`src/logic/usbrd_pkg.sv`:
```
// Package of constants and types for the redriver control block
package usbrd_pkg;
   // ***************************************************************
   // Register offsets
   // ***************************************************************
   localparam logic [7:0] REG_EDGE_GAIN  = 8'h01; // Edge gain level
   localparam logic [7:0] REG_SETUP      = 8'h03; // Device setup control
   localparam logic [7:0] REG_STATIC     = 8'h0e; // Static gain level
   localparam logic [7:0] REG_RX_SENS    = 8'h25; // Receive sensitivity
   localparam int         REG_IDX_W      = 2;     // Register store index
   localparam logic [1:0] IDX_EDGE       = 2'h0;  // Store slot, edge gain
   localparam logic [1:0] IDX_SETUP      = 2'h1;  // Store slot, setup
   localparam logic [1:0] IDX_STATIC     = 2'h2;  // Store slot, static
   localparam logic [1:0] IDX_RX         = 2'h3;  // Store slot, rx sens
   localparam logic [7:0] UNMAPPED_READ  = 8'h00; // Reserved offsets read
   // ***************************************************************
   // Serial port
   // ***************************************************************
   localparam logic [6:0] SLAVE_ADDR     = 7'h2c; // Own serial address
   localparam logic [2:0] BIT_LAST       = 3'h7;  // Last bit of a byte
   // ***************************************************************
   // Field values loaded from straps
   // ***************************************************************
   localparam logic [3:0] EDGE_LVL0      = 4'h0;  // Edge gain, level 0
   localparam logic [3:0] EDGE_LVL1      = 4'h3;  // Edge gain, level 1
   localparam logic [3:0] EDGE_LVL2      = 4'h6;  // Edge gain, level 2
   localparam logic [3:0] EDGE_LVL3      = 4'h8;  // Edge gain, level 3
   localparam logic [3:0] STAT_LVL0      = 4'h0;  // Static gain, level 0
   localparam logic [3:0] STAT_LVL12     = 4'h2;  // Static gain, 1 and 2
   localparam logic [3:0] STAT_LVL3      = 4'h6;  // Static gain, level 3
   localparam logic [7:0] RX_LOW         = 8'h00; // Rx sens, strap low
   localparam logic [7:0] RX_MID         = 8'h44; // Rx sens, strap middle
   localparam logic [7:0] RX_HIGH        = 8'h77; // Rx sens, strap high
   localparam logic [3:0] RSVD_NIBBLE    = 4'h0;  // Reserved bits at reset
   localparam logic [6:0] RSVD_SETUP     = 7'h00; // Setup reserved bits
   localparam logic       HOLD_RESET     = 1'b1;  // Hold bit after reset
   // ***************************************************************
   // Timing
   // ***************************************************************
   localparam int CLK_HZ       = 20_000_000;  // Core clock rate
   localparam int SAMPLE_US    = 10;          // Strap sample delay
   localparam int SAMPLE_CYC   = (SAMPLE_US * (CLK_HZ / 1_000_000));
   localparam int SAMPLE_W     = 9;           // Width of sample counter
   // ***************************************************************
   // Types
   // ***************************************************************
   typedef enum logic [1:0] {
      USBRD_STRAP_LOW  = 2'h0,
      USBRD_STRAP_MID  = 2'h1,
      USBRD_STRAP_HIGH = 2'h2
   } usbrd_tri_t;
   // Gray coded along the usual path from off to high speed
   typedef enum logic [2:0] {
      USBRD_ST_SHUT  = 3'b000,
      USBRD_ST_IDLE  = 3'b001,
      USBRD_ST_SLOW  = 3'b011,
      USBRD_ST_HS    = 3'b010,
      USBRD_ST_EYE   = 3'b110
   } usbrd_state_t;
   typedef enum logic [1:0] {
      USBRD_SPD_NONE = 2'h0,
      USBRD_SPD_LS   = 2'h1,
      USBRD_SPD_FS   = 2'h2,
      USBRD_SPD_HS   = 2'h3
   } usbrd_speed_t;
   // Settings handed to the analog compensation path
   typedef struct packed {
      logic       enable;
      logic [3:0] edge_gain;
      logic [3:0] static_gain;
      logic [7:0] rx_sens;
   } usbrd_comp_t;
   // Register store write request
   typedef struct packed {
      logic       we;
      logic [1:0] idx;
      logic [7:0] data;
   } usbrd_wr_t;
endpackage

```
`src/logic/usbrd_regmem.sv`:
```
// Little register store for the four configuration registers
`timescale 1ns/10ps
module usbrd_regmem #(
   parameter int DEPTH = 4,                       // Number of registers
   parameter int AW    = 2                        // Index width
) (
   input  wire logic             i_clock,         // Core clock
   input  wire logic             i_arst_n,        // Async reset, low
   input  wire logic             i_ce,            // Clock enable
   input  wire logic             i_load,          // Strap load strobe
   input  wire logic [DEPTH*8-1:0] i_load_data,   // Strap values, all regs
   input  usbrd_pkg::usbrd_wr_t  i_wr,            // Serial port write
   input  wire logic [AW-1:0]    i_rd_idx,        // Read index
   output logic [7:0]            o_rd_data,       // Registered read data
   output logic [DEPTH*8-1:0]    o_all            // Live contents
);
   logic [7:0] mem_q [DEPTH];                     // Storage
   logic [7:0] mem_d [DEPTH];                     // Next storage
   logic [7:0] rd_q;                              // Read register
   logic [7:0] rd_d;                              // Next read data

   // Next values: strap load takes priority over a serial write
   always_comb begin
      for (int i = 0; i < DEPTH; i++) begin
         mem_d[i] = mem_q[i];
         if (i_load) begin
            mem_d[i] = i_load_data[i*8 +: 8];
         end else if (i_wr.we && (i_wr.idx == AW'(i))) begin
            mem_d[i] = i_wr.data;
         end
      end
      rd_d = mem_q[i_rd_idx];
   end

   // Registers
   always_ff @(posedge i_clock or negedge i_arst_n) begin
      if (!i_arst_n) begin
         for (int i = 0; i < DEPTH; i++) begin
            mem_q[i] <= 8'h00;
         end
         rd_q <= 8'h00;
      end else if (i_ce) begin
         mem_q <= mem_d;
         rd_q  <= rd_d;
      end
   end

   assign o_rd_data = rd_q;
   always_comb begin
      for (int i = 0; i < DEPTH; i++) begin
         o_all[i*8 +: 8] = mem_q[i];
      end
   end
endmodule

```
`src/logic/usbrd_sync.sv`:
```
// Two flip-flop synchroniser for a bundle of pin levels
`timescale 1ns/10ps
module usbrd_sync #(
   parameter int W = 1                            // Bundle width
) (
   input  wire logic         i_clock,             // Core clock
   input  wire logic         i_arst_n,            // Async reset, low
   input  wire logic         i_ce,                // Clock enable
   input  wire logic [W-1:0] i_async,             // Raw pin levels
   output logic [W-1:0]      o_sync               // Synchronised levels
);
   logic [W-1:0] meta_q;                          // First stage only
   logic [W-1:0] sync_q;                          // Second stage

   // Two stages; only the second stage is read outside
   always_ff @(posedge i_clock or negedge i_arst_n) begin
      if (!i_arst_n) begin
         meta_q <= '0;
         sync_q <= '0;
      end else if (i_ce) begin
         meta_q <= i_async;
         sync_q <= meta_q;
      end
   end
   assign o_sync = sync_q;
endmodule

```
`src/logic/usbrd_top.sv`:
```
// Control block of the high speed signal conditioner
`timescale 1ns/10ps
module usbrd_top (
   input  wire logic       i_clock,        // Core clock, 20 MHz
   input  wire logic       i_arst_n,       // Shutdown pin, active low
   input  wire logic       i_ce,           // Clock enable
   input  wire logic [1:0] i_gain_strap,   // Decoded gain strap level
   input  wire logic [1:0] i_rx_sens_strap,// Tri-level strap code
   input  wire logic [1:0] i_line_speed,   // Detected link speed
   input  wire logic       i_fixture,      // Compliance fixture seen
   input  wire logic       i_scl,          // Serial clock pin level
   input  wire logic       i_sda,          // Serial data pin level
   output logic            o_scl_out,      // Serial clock pin drive
   output logic            o_scl_oe,       // Serial clock pin enable
   output logic            o_sda_oe,       // Serial data pull low
   output logic            o_sda_out,      // Serial data drive value
   output logic            o_connection_flag, // Connection flag
   output logic            o_hs_active_flag,  // High speed active flag
   output usbrd_pkg::usbrd_comp_t o_comp   // Compensation settings
);
   // ***************************************************************
   // Pin synchronisers
   // ***************************************************************
   logic [8:0] pins_s;                     // Synchronised pin levels
   usbrd_sync #(.W(9)) u_sync (
      .i_clock (i_clock),
      .i_arst_n(i_arst_n),
      .i_ce    (i_ce),
      .i_async ({i_gain_strap, i_rx_sens_strap, i_line_speed,
                 i_fixture, i_scl, i_sda}),
      .o_sync  (pins_s)
   );
   logic [1:0] gain_s;                     // Gain strap level
   logic [1:0] rxs_s;                      // Sensitivity strap code
   logic [1:0] spd_s;                      // Link speed
   logic       fix_s;                      // Fixture detect
   logic       scl_s;                      // Serial clock
   logic       sda_s;                      // Serial data
   assign {gain_s, rxs_s, spd_s, fix_s, scl_s, sda_s} = pins_s;

   // ***************************************************************
   // Strap decode
   // ***************************************************************
   function automatic logic [7:0] edge_of(input logic [1:0] lvl);
      case (lvl)
         2'h0:    edge_of = {usbrd_pkg::EDGE_LVL0, usbrd_pkg::RSVD_NIBBLE};
         2'h1:    edge_of = {usbrd_pkg::EDGE_LVL1, usbrd_pkg::RSVD_NIBBLE};
         2'h2:    edge_of = {usbrd_pkg::EDGE_LVL2, usbrd_pkg::RSVD_NIBBLE};
         default: edge_of = {usbrd_pkg::EDGE_LVL3, usbrd_pkg::RSVD_NIBBLE};
      endcase
   endfunction
   function automatic logic [7:0] static_of(input logic [1:0] lvl);
      case (lvl)
         2'h0:    static_of = {usbrd_pkg::RSVD_NIBBLE, usbrd_pkg::STAT_LVL0};
         2'h3:    static_of = {usbrd_pkg::RSVD_NIBBLE, usbrd_pkg::STAT_LVL3};
         default: static_of = {usbrd_pkg::RSVD_NIBBLE, usbrd_pkg::STAT_LVL12};
      endcase
   endfunction
   function automatic logic [7:0] rx_of(input logic [1:0] code);
      case (code)
         usbrd_pkg::USBRD_STRAP_LOW:  rx_of = usbrd_pkg::RX_LOW;
         usbrd_pkg::USBRD_STRAP_HIGH: rx_of = usbrd_pkg::RX_HIGH;
         default:                     rx_of = usbrd_pkg::RX_MID;
      endcase
   endfunction
   // Offset to store slot; valid flag in bit 2
   function automatic logic [2:0] slot_of(input logic [7:0] off);
      if (off == usbrd_pkg::REG_EDGE_GAIN) slot_of = {1'b1, usbrd_pkg::IDX_EDGE};
      else if (off == usbrd_pkg::REG_SETUP) slot_of = {1'b1, usbrd_pkg::IDX_SETUP};
      else if (off == usbrd_pkg::REG_STATIC) slot_of = {1'b1, usbrd_pkg::IDX_STATIC};
      else if (off == usbrd_pkg::REG_RX_SENS) slot_of = {1'b1, usbrd_pkg::IDX_RX};
      else slot_of = 3'h0;
   endfunction

   // ***************************************************************
   // Wake sequence: strap sample after reset release
   // ***************************************************************
   // Straps are only caught here, a delay after release, so later pin
   // changes are ignored until the next shutdown toggle.
   logic [usbrd_pkg::SAMPLE_W-1:0] wait_q, wait_d; // Sample delay count
   logic       woke_q, woke_d;             // Straps sampled
   logic       i2c_en_q, i2c_en_d;         // Serial port enabled
   logic       load;                       // One-cycle load strobe
   always_comb begin
      wait_d   = wait_q;
      woke_d   = woke_q;
      i2c_en_d = i2c_en_q;
      load     = 1'b0;
      if (!woke_q) begin
         if (wait_q == usbrd_pkg::SAMPLE_W'(usbrd_pkg::SAMPLE_CYC)) begin
            load     = 1'b1;
            woke_d   = 1'b1;
            i2c_en_d = scl_s && sda_s;
         end else begin
            wait_d = wait_q + 1'b1;
         end
      end
   end
   always_ff @(posedge i_clock or negedge i_arst_n) begin
      if (!i_arst_n) begin
         wait_q   <= '0;
         woke_q   <= 1'b0;
         i2c_en_q <= 1'b0;
      end else if (i_ce) begin
         wait_q   <= wait_d;
         woke_q   <= woke_d;
         i2c_en_q <= i2c_en_d;
      end
   end

   // ***************************************************************
   // Register store
   // ***************************************************************
   usbrd_pkg::usbrd_wr_t wr;               // Serial write request
   logic [1:0]  rd_idx;                    // Read slot
   logic [7:0]  rd_data;                   // Read data
   logic [31:0] regs;                      // All register contents
   logic [31:0] strap_vals;                // Values loaded at wake
   assign strap_vals = {rx_of(rxs_s),
                        static_of(gain_s),
                        {usbrd_pkg::RSVD_SETUP, usbrd_pkg::HOLD_RESET},
                        edge_of(gain_s)};
   usbrd_regmem u_mem (
      .i_clock    (i_clock),
      .i_arst_n   (i_arst_n),
      .i_ce       (i_ce),
      .i_load     (load),
      .i_load_data(strap_vals),
      .i_wr       (wr),
      .i_rd_idx   (rd_idx),
      .o_rd_data  (rd_data),
      .o_all      (regs)
   );
   logic hold;                             // Mode machine halted
   // Without the serial port nobody can clear hold, so it only applies
   // when the port is enabled
   assign hold = i2c_en_q && regs[8];

   // ***************************************************************
   // Serial slave
   // ***************************************************************
   logic scl_d1_q, sda_d1_q;               // Previous line levels
   logic [2:0] bit_q, bit_d;               // Bit count in byte
   logic [7:0] sh_q, sh_d;                 // Shift register
   logic [1:0] ph_q, ph_d;                 // 0 addr,1 offset,2 data,3 idle
   logic       rd_q, rd_d;                 // Read transfer
   logic       ack_q, ack_d;               // In acknowledge bit
   logic [7:0] off_q, off_d;               // Register offset
   logic       sda_oe_q, sda_oe_d;         // Pull data low
   usbrd_pkg::usbrd_wr_t wr_d;
   logic scl_rise, scl_fall, start, stop;
   logic [2:0] slot;                       // Offset slot, valid in bit 2
   assign scl_rise = scl_s && !scl_d1_q;
   assign scl_fall = !scl_s && scl_d1_q;
   assign start    = scl_s && scl_d1_q && sda_d1_q && !sda_s;
   assign stop     = scl_s && scl_d1_q && !sda_d1_q && sda_s;
   assign slot     = slot_of(off_q);
   assign rd_idx   = slot[1:0];

   // Byte engine: address, then offset and one data byte in, or one data byte out
   always_comb begin
      bit_d = bit_q; sh_d = sh_q; ph_d = ph_q; rd_d = rd_q;
      ack_d = ack_q; off_d = off_q; sda_oe_d = sda_oe_q;
      wr_d  = '0;
      if (!i2c_en_q || stop) begin
         ph_d = 2'h3; sda_oe_d = 1'b0; ack_d = 1'b0;
      end else if (start) begin
         // The fall after a start closes no bit; treat it like the end
         // of an acknowledge so the first byte counts eight bits
         ph_d = 2'h0; bit_d = '0; ack_d = 1'b1; sda_oe_d = 1'b0;
      end else if (scl_rise && !ack_q && ph_q != 2'h3 &&
                   !(ph_q == 2'h2 && rd_q)) begin
         // Only incoming bits shift here; read data shifts on falls
         sh_d = {sh_q[6:0], sda_s};
      end else if (scl_fall && (ph_q != 2'h3 || ack_q)) begin
         // An ack after the last byte must still be released
         if (ack_q) begin
            ack_d = 1'b0; sda_oe_d = 1'b0; bit_d = '0;
            if (ph_q == 2'h2 && rd_q) begin
               sh_d = slot[2] ? rd_data
                                          : usbrd_pkg::UNMAPPED_READ;
               sda_oe_d = !sh_d[7];
            end
         end else if (ph_q == 2'h2 && rd_q) begin
            bit_d = bit_q + 1'b1;
            sh_d  = {sh_q[6:0], 1'b1};
            sda_oe_d = (bit_q == usbrd_pkg::BIT_LAST) ? 1'b0 : !sh_q[6];
            if (bit_q == usbrd_pkg::BIT_LAST) ph_d = 2'h3;
         end else if (bit_q == usbrd_pkg::BIT_LAST) begin
            ack_d = 1'b1; sda_oe_d = 1'b1;
            case (ph_q)
               2'h0: begin
                  if (sh_q[7:1] == usbrd_pkg::SLAVE_ADDR) begin
                     rd_d = sh_q[0]; ph_d = sh_q[0] ? 2'h2 : 2'h1;
                  end else begin
                     ph_d = 2'h3; ack_d = 1'b0; sda_oe_d = 1'b0;
                  end
               end
               2'h1: begin
                  off_d = sh_q; ph_d = 2'h2;
               end
               default: begin
                  if (slot[2]) begin
                     wr_d = '{we: 1'b1, idx: slot[1:0],
                              data: sh_q};
                  end
                  ph_d = 2'h3;
               end
            endcase
         end else begin
            bit_d = bit_q + 1'b1;
         end
      end
   end
   always_ff @(posedge i_clock or negedge i_arst_n) begin
      if (!i_arst_n) begin
         scl_d1_q <= 1'b1; sda_d1_q <= 1'b1; bit_q <= '0; sh_q <= '0;
         ph_q <= 2'h3; rd_q <= 1'b0; ack_q <= 1'b0; off_q <= '0;
         sda_oe_q <= 1'b0; wr <= '0;
      end else if (i_ce) begin
         scl_d1_q <= scl_s; sda_d1_q <= sda_s; bit_q <= bit_d;
         sh_q <= sh_d; ph_q <= ph_d; rd_q <= rd_d; ack_q <= ack_d;
         off_q <= off_d; sda_oe_q <= sda_oe_d; wr <= wr_d;
      end
   end

   // ***************************************************************
   // Mode machine
   // ***************************************************************
   usbrd_pkg::usbrd_state_t st_q, st_d;    // Mode state
   always_comb begin
      st_d = st_q;
      case (st_q)
         usbrd_pkg::USBRD_ST_SHUT: begin
            // Shutdown pulse during HS leaves us in eye test
            if (woke_q) st_d = usbrd_pkg::USBRD_ST_IDLE;
         end
         usbrd_pkg::USBRD_ST_EYE: begin
            if (spd_s == usbrd_pkg::USBRD_SPD_NONE && !fix_s)
               st_d = usbrd_pkg::USBRD_ST_IDLE;
         end
         default: begin
            if (fix_s) st_d = usbrd_pkg::USBRD_ST_EYE;
            else if (spd_s == usbrd_pkg::USBRD_SPD_HS)
               st_d = usbrd_pkg::USBRD_ST_HS;
            else if (spd_s == usbrd_pkg::USBRD_SPD_NONE)
               st_d = usbrd_pkg::USBRD_ST_IDLE;
            else st_d = usbrd_pkg::USBRD_ST_SLOW;
         end
      endcase
      if (hold) st_d = st_q;
   end
   // The HS flag survives reset so a shutdown pulse can be told apart
   logic was_hs_q, was_hs_d;               // Was in HS before shutdown
   assign was_hs_d = (st_q == usbrd_pkg::USBRD_ST_HS);
   always_ff @(posedge i_clock or negedge i_arst_n) begin
      if (!i_arst_n) begin
         st_q <= usbrd_pkg::USBRD_ST_SHUT;
      end else if (i_ce) begin
         if (st_q == usbrd_pkg::USBRD_ST_SHUT && woke_q && was_hs_q)
            st_q <= usbrd_pkg::USBRD_ST_EYE;
         else st_q <= st_d;
      end
   end
   // Deliberately not reset by the shutdown pin
   always_ff @(posedge i_clock) begin
      if (i_ce && st_q != usbrd_pkg::USBRD_ST_SHUT) was_hs_q <= was_hs_d;
   end

   // ***************************************************************
   // Outputs
   // ***************************************************************
   logic cd_d, hs_d;
   usbrd_pkg::usbrd_comp_t comp_d;
   always_comb begin
      cd_d = (st_q == usbrd_pkg::USBRD_ST_SLOW) ||
             (st_q == usbrd_pkg::USBRD_ST_HS);
      hs_d = (st_q == usbrd_pkg::USBRD_ST_HS) ||
             (st_q == usbrd_pkg::USBRD_ST_EYE);
      comp_d.enable      = hs_d;
      comp_d.edge_gain   = regs[7:4];
      comp_d.static_gain = regs[19:16];
      comp_d.rx_sens     = regs[31:24];
   end
   always_ff @(posedge i_clock or negedge i_arst_n) begin
      if (!i_arst_n) begin
         o_connection_flag <= 1'b0;
         o_hs_active_flag  <= 1'b0;
         o_comp            <= '0;
         o_scl_out         <= 1'b0;
         o_scl_oe          <= 1'b0;
         o_sda_oe          <= 1'b0;
         o_sda_out         <= 1'b0;
      end else if (i_ce) begin
         o_connection_flag <= cd_d;
         o_hs_active_flag  <= hs_d;
         o_comp            <= comp_d;
         o_scl_out         <= cd_d;
         o_scl_oe          <= woke_q && !i2c_en_q;
         o_sda_oe          <= sda_oe_q;
         o_sda_out         <= 1'b0;
      end
   end
endmodule
```
`config.mk`:
```
export PLATFORM = sky130hd
export DESIGN_NAME = usbrd_top
export DESIGN_NICKNAME = d
export VERILOG_FILES = /design/src/logic/usbrd_pkg.sv /design/src/logic/usbrd_regmem.sv /design/src/logic/usbrd_sync.sv /design/src/logic/usbrd_top.sv
export SDC_FILE = /design/constraint.sdc
export NUM_CORES = 1
export LEC_CHECK = 0
export ABC_AREA = 1
export BUFFER_PORTS_ARGS = -buffer_cell sky130_fd_sc_hd__buf_2
export CAP_MARGIN = 5
export CORE_UTILIZATION = 65
export CTS_CLUSTER_DIAMETER = 60
export DETAILED_ROUTE_END_ITERATION = 8
export GPL_ROUTABILITY_DRIVEN = 0
export PLACE_DENSITY_LB_ADDON = 0.08
export SLEW_MARGIN = 25
export SYNTH_ARGS = -nofsm -noshare
export SYNTH_HDL_FRONTEND = slang
export SYNTH_SLANG_ARGS = --single-unit
```
`constraint.sdc`:
```
create_clock -name i_clock -period 2.9 [get_ports i_clock]
set_input_delay 0.58 -clock i_clock [delete_from_list [all_inputs] [get_ports i_clock]]
set_output_delay 0.58 -clock i_clock [all_outputs]
set_load 0.05 [all_outputs]
```
==> flow_metrics.env, run 1 <==
export IMPL_antenna_found_initial=0
export IMPL_grt_ovfl_total=0
export IMPL_ios=35
export IMPL_dp_slack_ns=0.778
export IMPL_yosys_area_top_type_share_pct=48.9
export IMPL_post_route_period_util_pct=75.0
export IMPL_drive_gt1_share_pct=10.4
export IMPL_mostFrequentLayoutCell="nand2_1"
export IMPL_layout_common_cells="313 x nand2_1, 125 x dfrtp_1, 87 x inv_1, 78 x nand3_1, 68 x nor2_1"
export IMPL_start_util_pct=68.2
export IMPL_ys_ff_latch=130
export IMPL_postCtsSetupBuffers=0
export IMPL_max_cap_violations=0
export IMPL_grt_pass1_vias=5310
export IMPL_multi_input_area_um2=2650
export IMPL_ant_nets=0
export IMPL_critPathLaunchType="flip-flop"
export IMPL_final_util_pct=78.2
export IMPL_hold_viol_final=0
export IMPL_maxSlewHeadroom_pct=51.2
export IMPL_dr_wl_met3_um=909
export IMPL_end_kind="flip-flop"
export IMPL_viasPerCell=5.61
export IMPL_clkLatencyLatePin_ns=0.52
export IMPL_top_layer="met4"
export IMPL_cp_slowest_cell="dfrtp_1"
export IMPL_powerDensity_nw_per_um2=631
export IMPL_post_cts_resized=0
export IMPL_core_area_um2=9370
export IMPL_critPathMaxStageDelay_ns=0.58
export IMPL_path_clk_slew_ns=0.06
export IMPL_die_area_um2=10200
export IMPL_dp_cells=983
export IMPL_yosysWarnings=0
export IMPL_syn_avg_cell_area_um2=7.60
export IMPL_slew_viol_final=0
export IMPL_dr_total_vias=5691
export IMPL_finalWirelength_um=15200
export IMPL_synth_cell_types=30
export IMPL_clock_sinks=130
export IMPL_synth_area_um2=6390
export IMPL_fin_ws_ns=0.724
export IMPL_yosysSeqAreaShare_pct=51.0
export IMPL_wl_met1_um=6570
export IMPL_netlist_top_cells_area="dfrtp_1 49%, nand2_1 18%, nand3_1 6.1%"
export IMPL_die_h_um=101
export IMPL_placed_area_um2=6680
export IMPL_postSynthCellCount=841
export IMPL_area_delta_synth_final_pct=14.6
export IMPL_num_antenna_cells=0
export IMPL_crit_fanout=16
export IMPL_p_leak_nw=3.99
export IMPL_finalSetupViolations=0
export IMPL_worstPathRequired_ns=3.27
export IMPL_critPathArrivalTime_ns=2.55
export IMPL_power_total_mw=4.63
export IMPL_post_route_min_period_ns=2.18
export IMPL_status="completed"
export IMPL_yosysTopAreaCell="dfrtp_1"
export IMPL_grt_usage_pct=32.1
export IMPL_fillCellCount=685
export IMPL_finalNonFillerCells=1015
export IMPL_cts_root_buffer="clkbuf_8"
export IMPL_avgRoutedWirePerCell_um=15.0
export IMPL_wl_met2_um=7310
export IMPL_dpl_hpwl_um=9990
export IMPL_ir_worst_vdd_uv=590
export IMPL_worstHoldPathType="input port to async pin"
export IMPL_num_rows=35
export IMPL_regArea_um2=3260
export IMPL_ctsHoldBuffers=0
export IMPL_setup_tns_ns=0
export IMPL_drc=0
export IMPL_die_w_um=101
export IMPL_tightest_slew_ns=0.733
export IMPL_fin_worst_skew_ns=0.00947
export IMPL_hold_ws_ns=0.129
export IMPL_numPortBuffers=33
export IMPL_drtPass1Iterations=6
export IMPL_cts_tree="built"
export IMPL_fin_area_um2=7330
export IMPL_finish_net_count=893
export IMPL_htree_levels=4
export IMPL_cts_max_path_buffers=2
export IMPL_rsz0062_at_grt="false"
export IMPL_fmax_mhz=460
export IMPL_path_class="flip-flop to flip-flop"
export IMPL_numCtsBuffers=17
export IMPL_cp_cell_sequence="inv_2, nand3_1, nand2_1, nor3_2, nand3_1, nand2_1, o21ai_1"
export IMPL_grt_first_pass_wirelength_um=24900
export IMPL_grt_start_max_net_pins=68
export IMPL_syn_nets=861
export IMPL_drt_first_iter_violations=504
[flip-flops by register name, indices dropped and copies added (netlist names), 8 cells and up]
| register | flops |
|---|---|
| sh_q | 8 |
| u_mem.o_all | 32 |
| u_sync.meta_q | 9 |
| wait_q | 9 |
| u_mem.o_rd_data | 8 |
| o_comp | 17 |
| off_q | 8 |
| wr | 11 |
| u_sync.o_sync | 9 |
[cells by family (layout without fill, tap and decap cells)]
group                    after synthesis  in the layout  synth area share [%]
adder cells (fa/ha/maj)                8              8                  1.57
XOR/XNOR                               8              8                  1.10
other                                  1              1                0.0586
AO/OA/AOI/OAI                         73             73                  5.83
flip-flops                           130            130                  51.0
AND/OR/NAND/NOR                      500            500                  32.9
buffers and inverters                121            166                  7.53
[path summary, 6_finish.rpt]
path	slack, ns	end	cells past startpoint	startpoint
setup / recovery	0.72	off_q[4]$_DFFE_PN0P_	7	ack_q$_DFFE_PN0P_
hold reg to reg	0.47	o_sda_oe$_DFFE_PN0P_	2	o_sda_oe$_DFFE_PN0P_
setup reg to reg	0.72	off_q[4]$_DFFE_PN0P_	7	ack_q$_DFFE_PN0P_
max in group asynchronous	2.06	ph_q[1]$_DFFE_PN1P_	2	i_arst_n
min in group i_clock	0.27	u_sync.meta_q[3]$_DFFE_PN0P_	3	i_line_speed[0]
hold / removal	0.13	o_comp[5]$_DFFE_PN0P_	1	i_arst_n
[cell usage after synthesis]
cell type  instances
nand3b_1           5
xor2_1             3
nand2_2            4
ha_1               8
or2_2              1
inv_1             88
nor3_2             1
nor2_1            68
nor4_4             1
clkinv_1           1
a21oi_1            6
o31ai_1            2
edfxtp_1           1
nor3_1             5
nand3_2            2
nand4_1           20
o21ai_0           59
nor2_2             2
nand3_1           78
a21o_1             1
inv_2              3
xnor2_1            5
dfstp_2            4
buf_4              5
nand2_1          313
dfrtp_1          125
conb_1             1
o21ai_1            5
buf_2              7
clkbuf_1          17
[per-layer routing]
metal  track usage (%)  up-vias
li1                  -     2709
met1              41.9     2699
met2              53.4      238
met3              5.52       45
met4              13.8        0
met5                 0        -
[worst max-delay path, delay by kind of cell (launching register included)]
kind / cells / cell delay, ns
AND/OR/NAND/NOR: 5 / 1.11
flip-flops: 1 / 0.58
buffers and inverters: 1 / 0.23
AO/OA/AOI/OAI: 1 / 0.10
[layout make-up]
| class | count | area share (%) |
|---|---|---|
| well taps | 129 | 2.20 |
| clock inverters | 12 | 2.78 |
| inverters | 92 | 4.71 |
| clock buffers | 20 | 6.08 |
| multi-input cells | 590 | 36.2 |
| repair buffers | 42 | 3.55 |
| flip-flops and latches | 130 | 44.5 |
[power by group]
group          leakage [nW]  switching [mW]  internal (mW)
logic                  1.95           0.269         0.0896
clock network         0.308           0.797           1.53
registers              1.73          0.0478           1.89
total                  3.99            1.11           3.51
Power figures use the tool's default switching activity.
==> run 2, diff against run 1 <==
Settings changed: ABC_AREA 1 to 0, CORE_UTILIZATION 65 to 61.
Clock period 2.9 ns to 2.2 ns, I/O delays scaled along.
==> flow_metrics.env, run 2 <==
export IMPL_status="completed"
export IMPL_cts_tree="built"
export IMPL_die_h_um=101
export IMPL_ir_worst_vdd_uv=662
export IMPL_grt_ovfl_total=0
export IMPL_postSynthCellCount=530
export IMPL_layout_common_cells="125 x dfrtp_1, 68 x mux2_2, 45 x nand2_1, 33 x nor2_1, 33 x o21ai_0"
export IMPL_cpMostUsedCell="o21ai_0"
export IMPL_max_cap_violations=0
export IMPL_htree_levels=4
export IMPL_start_util_pct=63.8
export IMPL_finalSetupViolations=0
export IMPL_worstPathRequired_ns=2.58
export IMPL_end_kind="flip-flop"
export IMPL_fillCellCount=636
export IMPL_netlist_top_cells_area="dfrtp_1 52%, mux2_2 13%, nand2_1 2.8%"
export IMPL_clkLatencyLatePin_ns=0.53
export IMPL_ff2ff_setup_slack_ns=0.14
export IMPL_finish_net_count=612
export IMPL_hold_viol_final=0
export IMPL_clock_sinks=130
export IMPL_slew_viol_final=0
export IMPL_synth_most_common_cell="dfrtp_1"
export IMPL_p_leak_nw=3.27
export IMPL_area_delta_synth_final_pct=19.1
export IMPL_path_buf_inv=1
export IMPL_largest_reg_flops=32
export IMPL_ys_flop_type="dfrtp_1"
export IMPL_num_rows=35
export IMPL_antenna_found_initial=0
export IMPL_maxSlewHeadroom_pct=38.8
export IMPL_die_area_um2=10200
export IMPL_ant_nets=0
export IMPL_synth_cell_types=61
export IMPL_dp_slack_ns=0.0552
export IMPL_ys_ff_latch=130
export IMPL_num_antenna_cells=0
export IMPL_drive_gt1_share_pct=29.9
export IMPL_cp_cell_sequence="nor4b_2, nand3b_1, buf_4, and2_1, o21ai_0, o21ai_0"
export IMPL_crit_family="simple AND/OR/NAND/NOR gates"
export IMPL_fin_ws_ns=0.142
export IMPL_multi_input_area_um2=2530
export IMPL_drc=0
export IMPL_drtPass1Iterations=5
export IMPL_crit_fanout=13
export IMPL_cp_slowest_cell="dfrtp_1"
export IMPL_yosysSeqAreaShare_pct=54.6
export IMPL_grt_usage_pct=30.0
export IMPL_grt_first_pass_wirelength_um=22600
export IMPL_ys_top_cells_by_count="125 x dfrtp_1, 68 x mux2_2, 45 x nand2_1, 33 x nor2_1, 33 x o21ai_0"
export IMPL_setup_tns_ns=0
export IMPL_cts_max_path_buffers=2
export IMPL_mostFrequentLayoutCell="dfrtp_1"
export IMPL_critPathLaunchType="flip-flop"
export IMPL_syn_avg_cell_area_um2=11.3
export IMPL_drt_first_iter_violations=292
export IMPL_path_clk_slew_ns=0.06
export IMPL_yosys_area_top_type_share_pct=52.3
export IMPL_synth_area_um2=5980
export IMPL_post_route_min_period_ns=2.06
export IMPL_yosysWarnings=0
export IMPL_avgRoutedWirePerCell_um=18.6
export IMPL_yosysTopAreaCell="dfrtp_1"
export IMPL_post_route_period_util_pct=93.5
export IMPL_numCtsBuffers=17
export IMPL_regArea_um2=3260
export IMPL_finalWirelength_um=13600
export IMPL_ios=35
export IMPL_path_class="flip-flop to flip-flop"
export IMPL_dr_total_vias=4409
export IMPL_tightest_slew_ns=0.915
export IMPL_viasPerCell=6.01
export IMPL_grt_pass1_vias=4500
export IMPL_core_area_um2=9370
export IMPL_async_flop_share_pct=99.2
export IMPL_critPathMaxStageDelay_ns=0.45
export IMPL_dpl_hpwl_um=9010
export IMPL_synth_edf_count=1
export IMPL_syn_nets=550
export IMPL_fmax_mhz=486
export IMPL_numPortBuffers=33
export IMPL_powerDensity_nw_per_um2=887
export IMPL_critPathArrivalTime_ns=2.44
export IMPL_rsz0062_at_grt="false"
export IMPL_die_w_um=101
export IMPL_fin_worst_skew_ns=0.00858
export IMPL_grt_start_max_net_pins=42
export IMPL_worstHoldPathType="input port to flip-flop"
export IMPL_cts_root_buffer="clkbuf_8"
run 2: kinds of logic (layout without fill, tap and decap cells):
group | Yosys count | after routing | synth area share, %
muxes | 71 | 71 | 13.3
adders and majority gates | 8 | 8 | 1.67
other | 1 | 1 | 0.0627
AOI/OAI and AO/OA | 119 | 119 | 13.0
buffers and inverters | 49 | 124 | 3.45
DFF | 130 | 130 | 54.6
and+or+nand+nor | 143 | 143 | 12.6
xor gates and xnor gates | 9 | 9 | 1.32
run 2: path summary, 6_finish.rpt:
kind | startpoint | end | depth (start not counted)
max | wait_q[2]$_DFFE_PN0P_ | u_mem.o_all[29]$_DFFE_PN0P_ | 6
min | i_rx_sens_strap[0] | u_sync.meta_q[5]$_DFFE_PN0P_ | 2
max reg2reg | wait_q[2]$_DFFE_PN0P_ | u_mem.o_all[29]$_DFFE_PN0P_ | 6
min reg2reg | wait_q[8]$_DFFE_PN0P_ | wait_q[8]$_DFFE_PN0P_ | 1
max in group asynchronous | i_arst_n | u_mem.o_all[2]$_DFFE_PN0P_ | 3
min in group asynchronous | i_arst_n | wait_q[7]$_DFFE_PN0P_ | 2
run 2: layout make-up:
class,instances,area share (%)
multi-input cells,351,35.6
flip-flops and latches,130,45.8
clock buffers,21,6.31
clock inverters,11,2.14
well taps,129,2.27
inverters,24,1.27
repair buffers,68,6.61
run 2: what timing repair did:
item	CTS	global route
hold buffers	1	0
resized for setup	0	4
endpoints found under the hold margin	35	0
buffers inserted	0	2
setup endpoints to repair	0	42
run 2: per-layer routing:
layer | vias to the layer above | GRT usage, % | share of wire [%]
met5 | - | 0 | 0
met4 | 0 | 16.2 | 3.1
met3 | 43 | 7.28 | 5.1
met2 | 140 | 47.5 | 50
met1 | 2197 | 38.4 | 42
li1 | 2029 | - | -
run 2: power breakdown:
| group | internal [mW] | total [mW] | switching, mW |
|---|---|---|---|
| registers | 2.57 | 2.76 | 0.188 |
| clock network | 1.80 | 2.87 | 1.07 |
| logic | 0.266 | 0.687 | 0.421 |
| total | 4.63 | 6.31 | 1.68 |
run 2: worst register-to-register path, stage by stage, from the launching register on:
cell	delay [ns]
dfrtp_1	0.45
nor4b_2	0.45
nand3b_1	0.13
buf_4	0.21
and2_1	0.25
o21ai_0	0.25
o21ai_0	0.17
run 2: per-stage QoR:
stage | util [%] | power, mW | hold slack [ns] | cell area (um^2) | cells
final | 76.0 | 6.31 | 0.136 | 7120 | 734
after global routing | 76.0 | 6.55 | 0.127 | 7120 | 734
after detailed placement | 69.0 | 3.48 | 0.461 | 6470 | 699
after floorplan | - | 3.27 | 0.144 | 5980 | 530
after global placement | 69.0 | 3.44 | 0.464 | 6470 | 699
after CTS | 75.6 | 6.34 | 0.117 | 7080 | 732
==> run 3, diff against run 2 <==
Settings changed: ABC_AREA 0 to 1.
==> flow_metrics.env, run 3 (synthesized netlist as in run 1, its figures left out) <==
export IMPL_r2r_cells=10
export IMPL_p_leak_nw=4.00
export IMPL_cp_cell_sequence="inv_1, nor2_1, nand2_1, nor2_1, nor2_2, clkinv_1, nand3_1, nand2_1, nand2_1, nand2_1"
export IMPL_hold_ws_ns=0.0993
export IMPL_antenna_found_initial=0
export IMPL_dpl_hpwl_um=10400
export IMPL_setup_tns_ns=0
export IMPL_grt_pass1_vias=5479
export IMPL_drtPass1Iterations=5
export IMPL_worstHoldPathType="input port to flip-flop"
export IMPL_largest_reg_flops=32
export IMPL_status="completed"
export IMPL_post_route_period_util_pct=89.2
export IMPL_die_area_um2=10900
export IMPL_drive_gt1_share_pct=10.9
export IMPL_hold_viol_final=0
export IMPL_tightest_slew_ns=0.644
export IMPL_fillCellCount=847
export IMPL_area_delta_synth_final_pct=14.8
export IMPL_power_total_mw=5.88
export IMPL_cpMostUsedCell="nand2_1"
export IMPL_post_cts_resized=0
export IMPL_max_cap_violations=0
export IMPL_cts_max_path_buffers=2
export IMPL_layout_common_cells="313 x nand2_1, 125 x dfrtp_1, 87 x inv_1, 78 x nand3_1, 68 x nor2_1"
export IMPL_start_util_pct=62.5
export IMPL_finish_net_count=898
export IMPL_ir_worst_vdd_uv=781
export IMPL_end_kind="flip-flop"
export IMPL_path_class="flip-flop to flip-flop"
export IMPL_cp_slowest_cell="clkinv_1"
export IMPL_timing_rr_start="off_q[0]$_DFFE_PN0P_"
export IMPL_startpoint="off_q[0]$_DFFE_PN0P_"
export IMPL_avgRoutedWirePerCell_um=14.8
export IMPL_grt_usage_pct=30.7
export IMPL_ios=35
export IMPL_clkLatencyLatePin_ns=0.54
export IMPL_drt_first_iter_violations=478
export IMPL_clock_sinks=130
export IMPL_fin_worst_skew_ns=0.00584
export IMPL_fmax_mhz=510
export IMPL_rsz0062_at_grt="false"
export IMPL_cts_tree="built"
export IMPL_grt_first_pass_wirelength_um=26200
export IMPL_ff2ff_setup_slack_ns=0.24
export IMPL_critPathArrivalTime_ns=2.39
export IMPL_numCtsBuffers=17
export IMPL_core_area_um2=10200
export IMPL_drc=0
export IMPL_numPortBuffers=33
export IMPL_finalWirelength_um=15100
export IMPL_num_antenna_cells=0
export IMPL_path_clk_slew_ns=0.06
export IMPL_powerDensity_nw_per_um2=801
export IMPL_critPathLaunchType="flip-flop"
export IMPL_slew_viol_final=0
export IMPL_viasPerCell=5.47
export IMPL_worstPathRequired_ns=2.63
export IMPL_endpoint="u_mem.o_rd_data[3]$_DFFE_PN0P_"
export IMPL_maxSlewHeadroom_pct=56.9
export IMPL_die_h_um=104
export IMPL_num_rows=37
export IMPL_post_route_min_period_ns=1.96
export IMPL_critPathMaxStageDelay_ns=0.41
export IMPL_htree_levels=4
export IMPL_grt_ovfl_total=0
export IMPL_die_w_um=104
export IMPL_ant_nets=0
export IMPL_cts_root_buffer="clkbuf_8"
export IMPL_crit_fanout=10
export IMPL_finalSetupViolations=0
export IMPL_mostFrequentLayoutCell="nand2_1"
export IMPL_dr_total_vias=5616
export IMPL_r2r_end="u_mem.o_rd_data[3]$_DFFE_PN0P_"
export IMPL_grt_start_max_net_pins=68
## run 3: cell count changes in the layout (fill, tap and decap cells not counted), sizes merged, moves of 8 or more
cell / delta
a21oi: -20
a221oi: -8
a22o: -9
a31oi: -10
and2: -8
buf: -21
inv: +67
mux2: -68
nand2: +272
nand3: +68
nand4: +16
nor2: +37
o21ai: +28
## run 3: worst min-delay path by stage
| stage | startpoint | endpoint | slack (ns) | depth (start not counted) |
|---|---|---|---|---|
| global placement | u_sync.meta_q[1]$_DFFE_PN0P_ | u_sync.meta_q[1]$_DFFE_PN0P_ | 0.45 | 2 |
| detailed placement | u_sync.meta_q[6]$_DFFE_PN0P_ | u_sync.meta_q[6]$_DFFE_PN0P_ | 0.46 | 2 |
| CTS | i_line_speed[0] | u_sync.meta_q[3]$_DFFE_PN0P_ | 0.09 | 3 |
| finish | i_sda | u_sync.meta_q[0]$_DFFE_PN0P_ | 0.1 | 3 |
| floorplan | i_arst_n | ack_q$_DFFE_PN0P_ | 0.14 | 0 |
| global route | i_line_speed[0] | u_sync.meta_q[3]$_DFFE_PN0P_ | 0.09 | 3 |
## run 3: what timing repair did
item | 4_1_cts | 5_1_grt
setup buffers | 0 | 0
endpoints found under the hold margin | 37 | 0
hold buffers | 1 | 0
## run 3: layout make-up
class                   count  area (um^2)  area share (%)
multi-input cells         590         2650            36.1
inverters                  92          345            4.70
clock inverters            13          159            2.16
well taps                 136          170            2.32
flip-flops and latches    130         3260            44.4
clock buffers              19          442            6.02
repair buffers             47          313            4.26
## run 3: worst max-delay path, delay by kind of cell (launching register included)
family,cells,cell delay [ns]
and+or+nand+nor,8,0.96
DFF,1,0.40
buffers and inverters,2,0.49
## run 3: routing by layer
| layer | GRT usage [%] | part of all wire, % |
|---|---|---|
| met1 | 41.6 | 45 |
| met2 | 49.0 | 46 |
| met3 | 6.14 | 5.9 |
| met5 | 0 | 0 |
| met4 | 11.4 | 2.7 |
## run 3: per-stage QoR
step	setup WS (ns)	std cells	area, um^2	utilization, %
after floorplan	0.425	841	6390	-
after global placement	0.287	994	6730	65.8
after detailed placement	0.274	994	6730	65.8
after CTS	0.262	1027	7340	71.8
after global routing	0.0326	1027	7340	71.8
final	0.238	1027	7340	71.8
## run 3: where the power goes
part | internal, mW | switching (mW)
registers | 2.49 | 0.0594
clock network | 1.78 | 1.07
logic | 0.122 | 0.354
total | 4.40 | 1.49
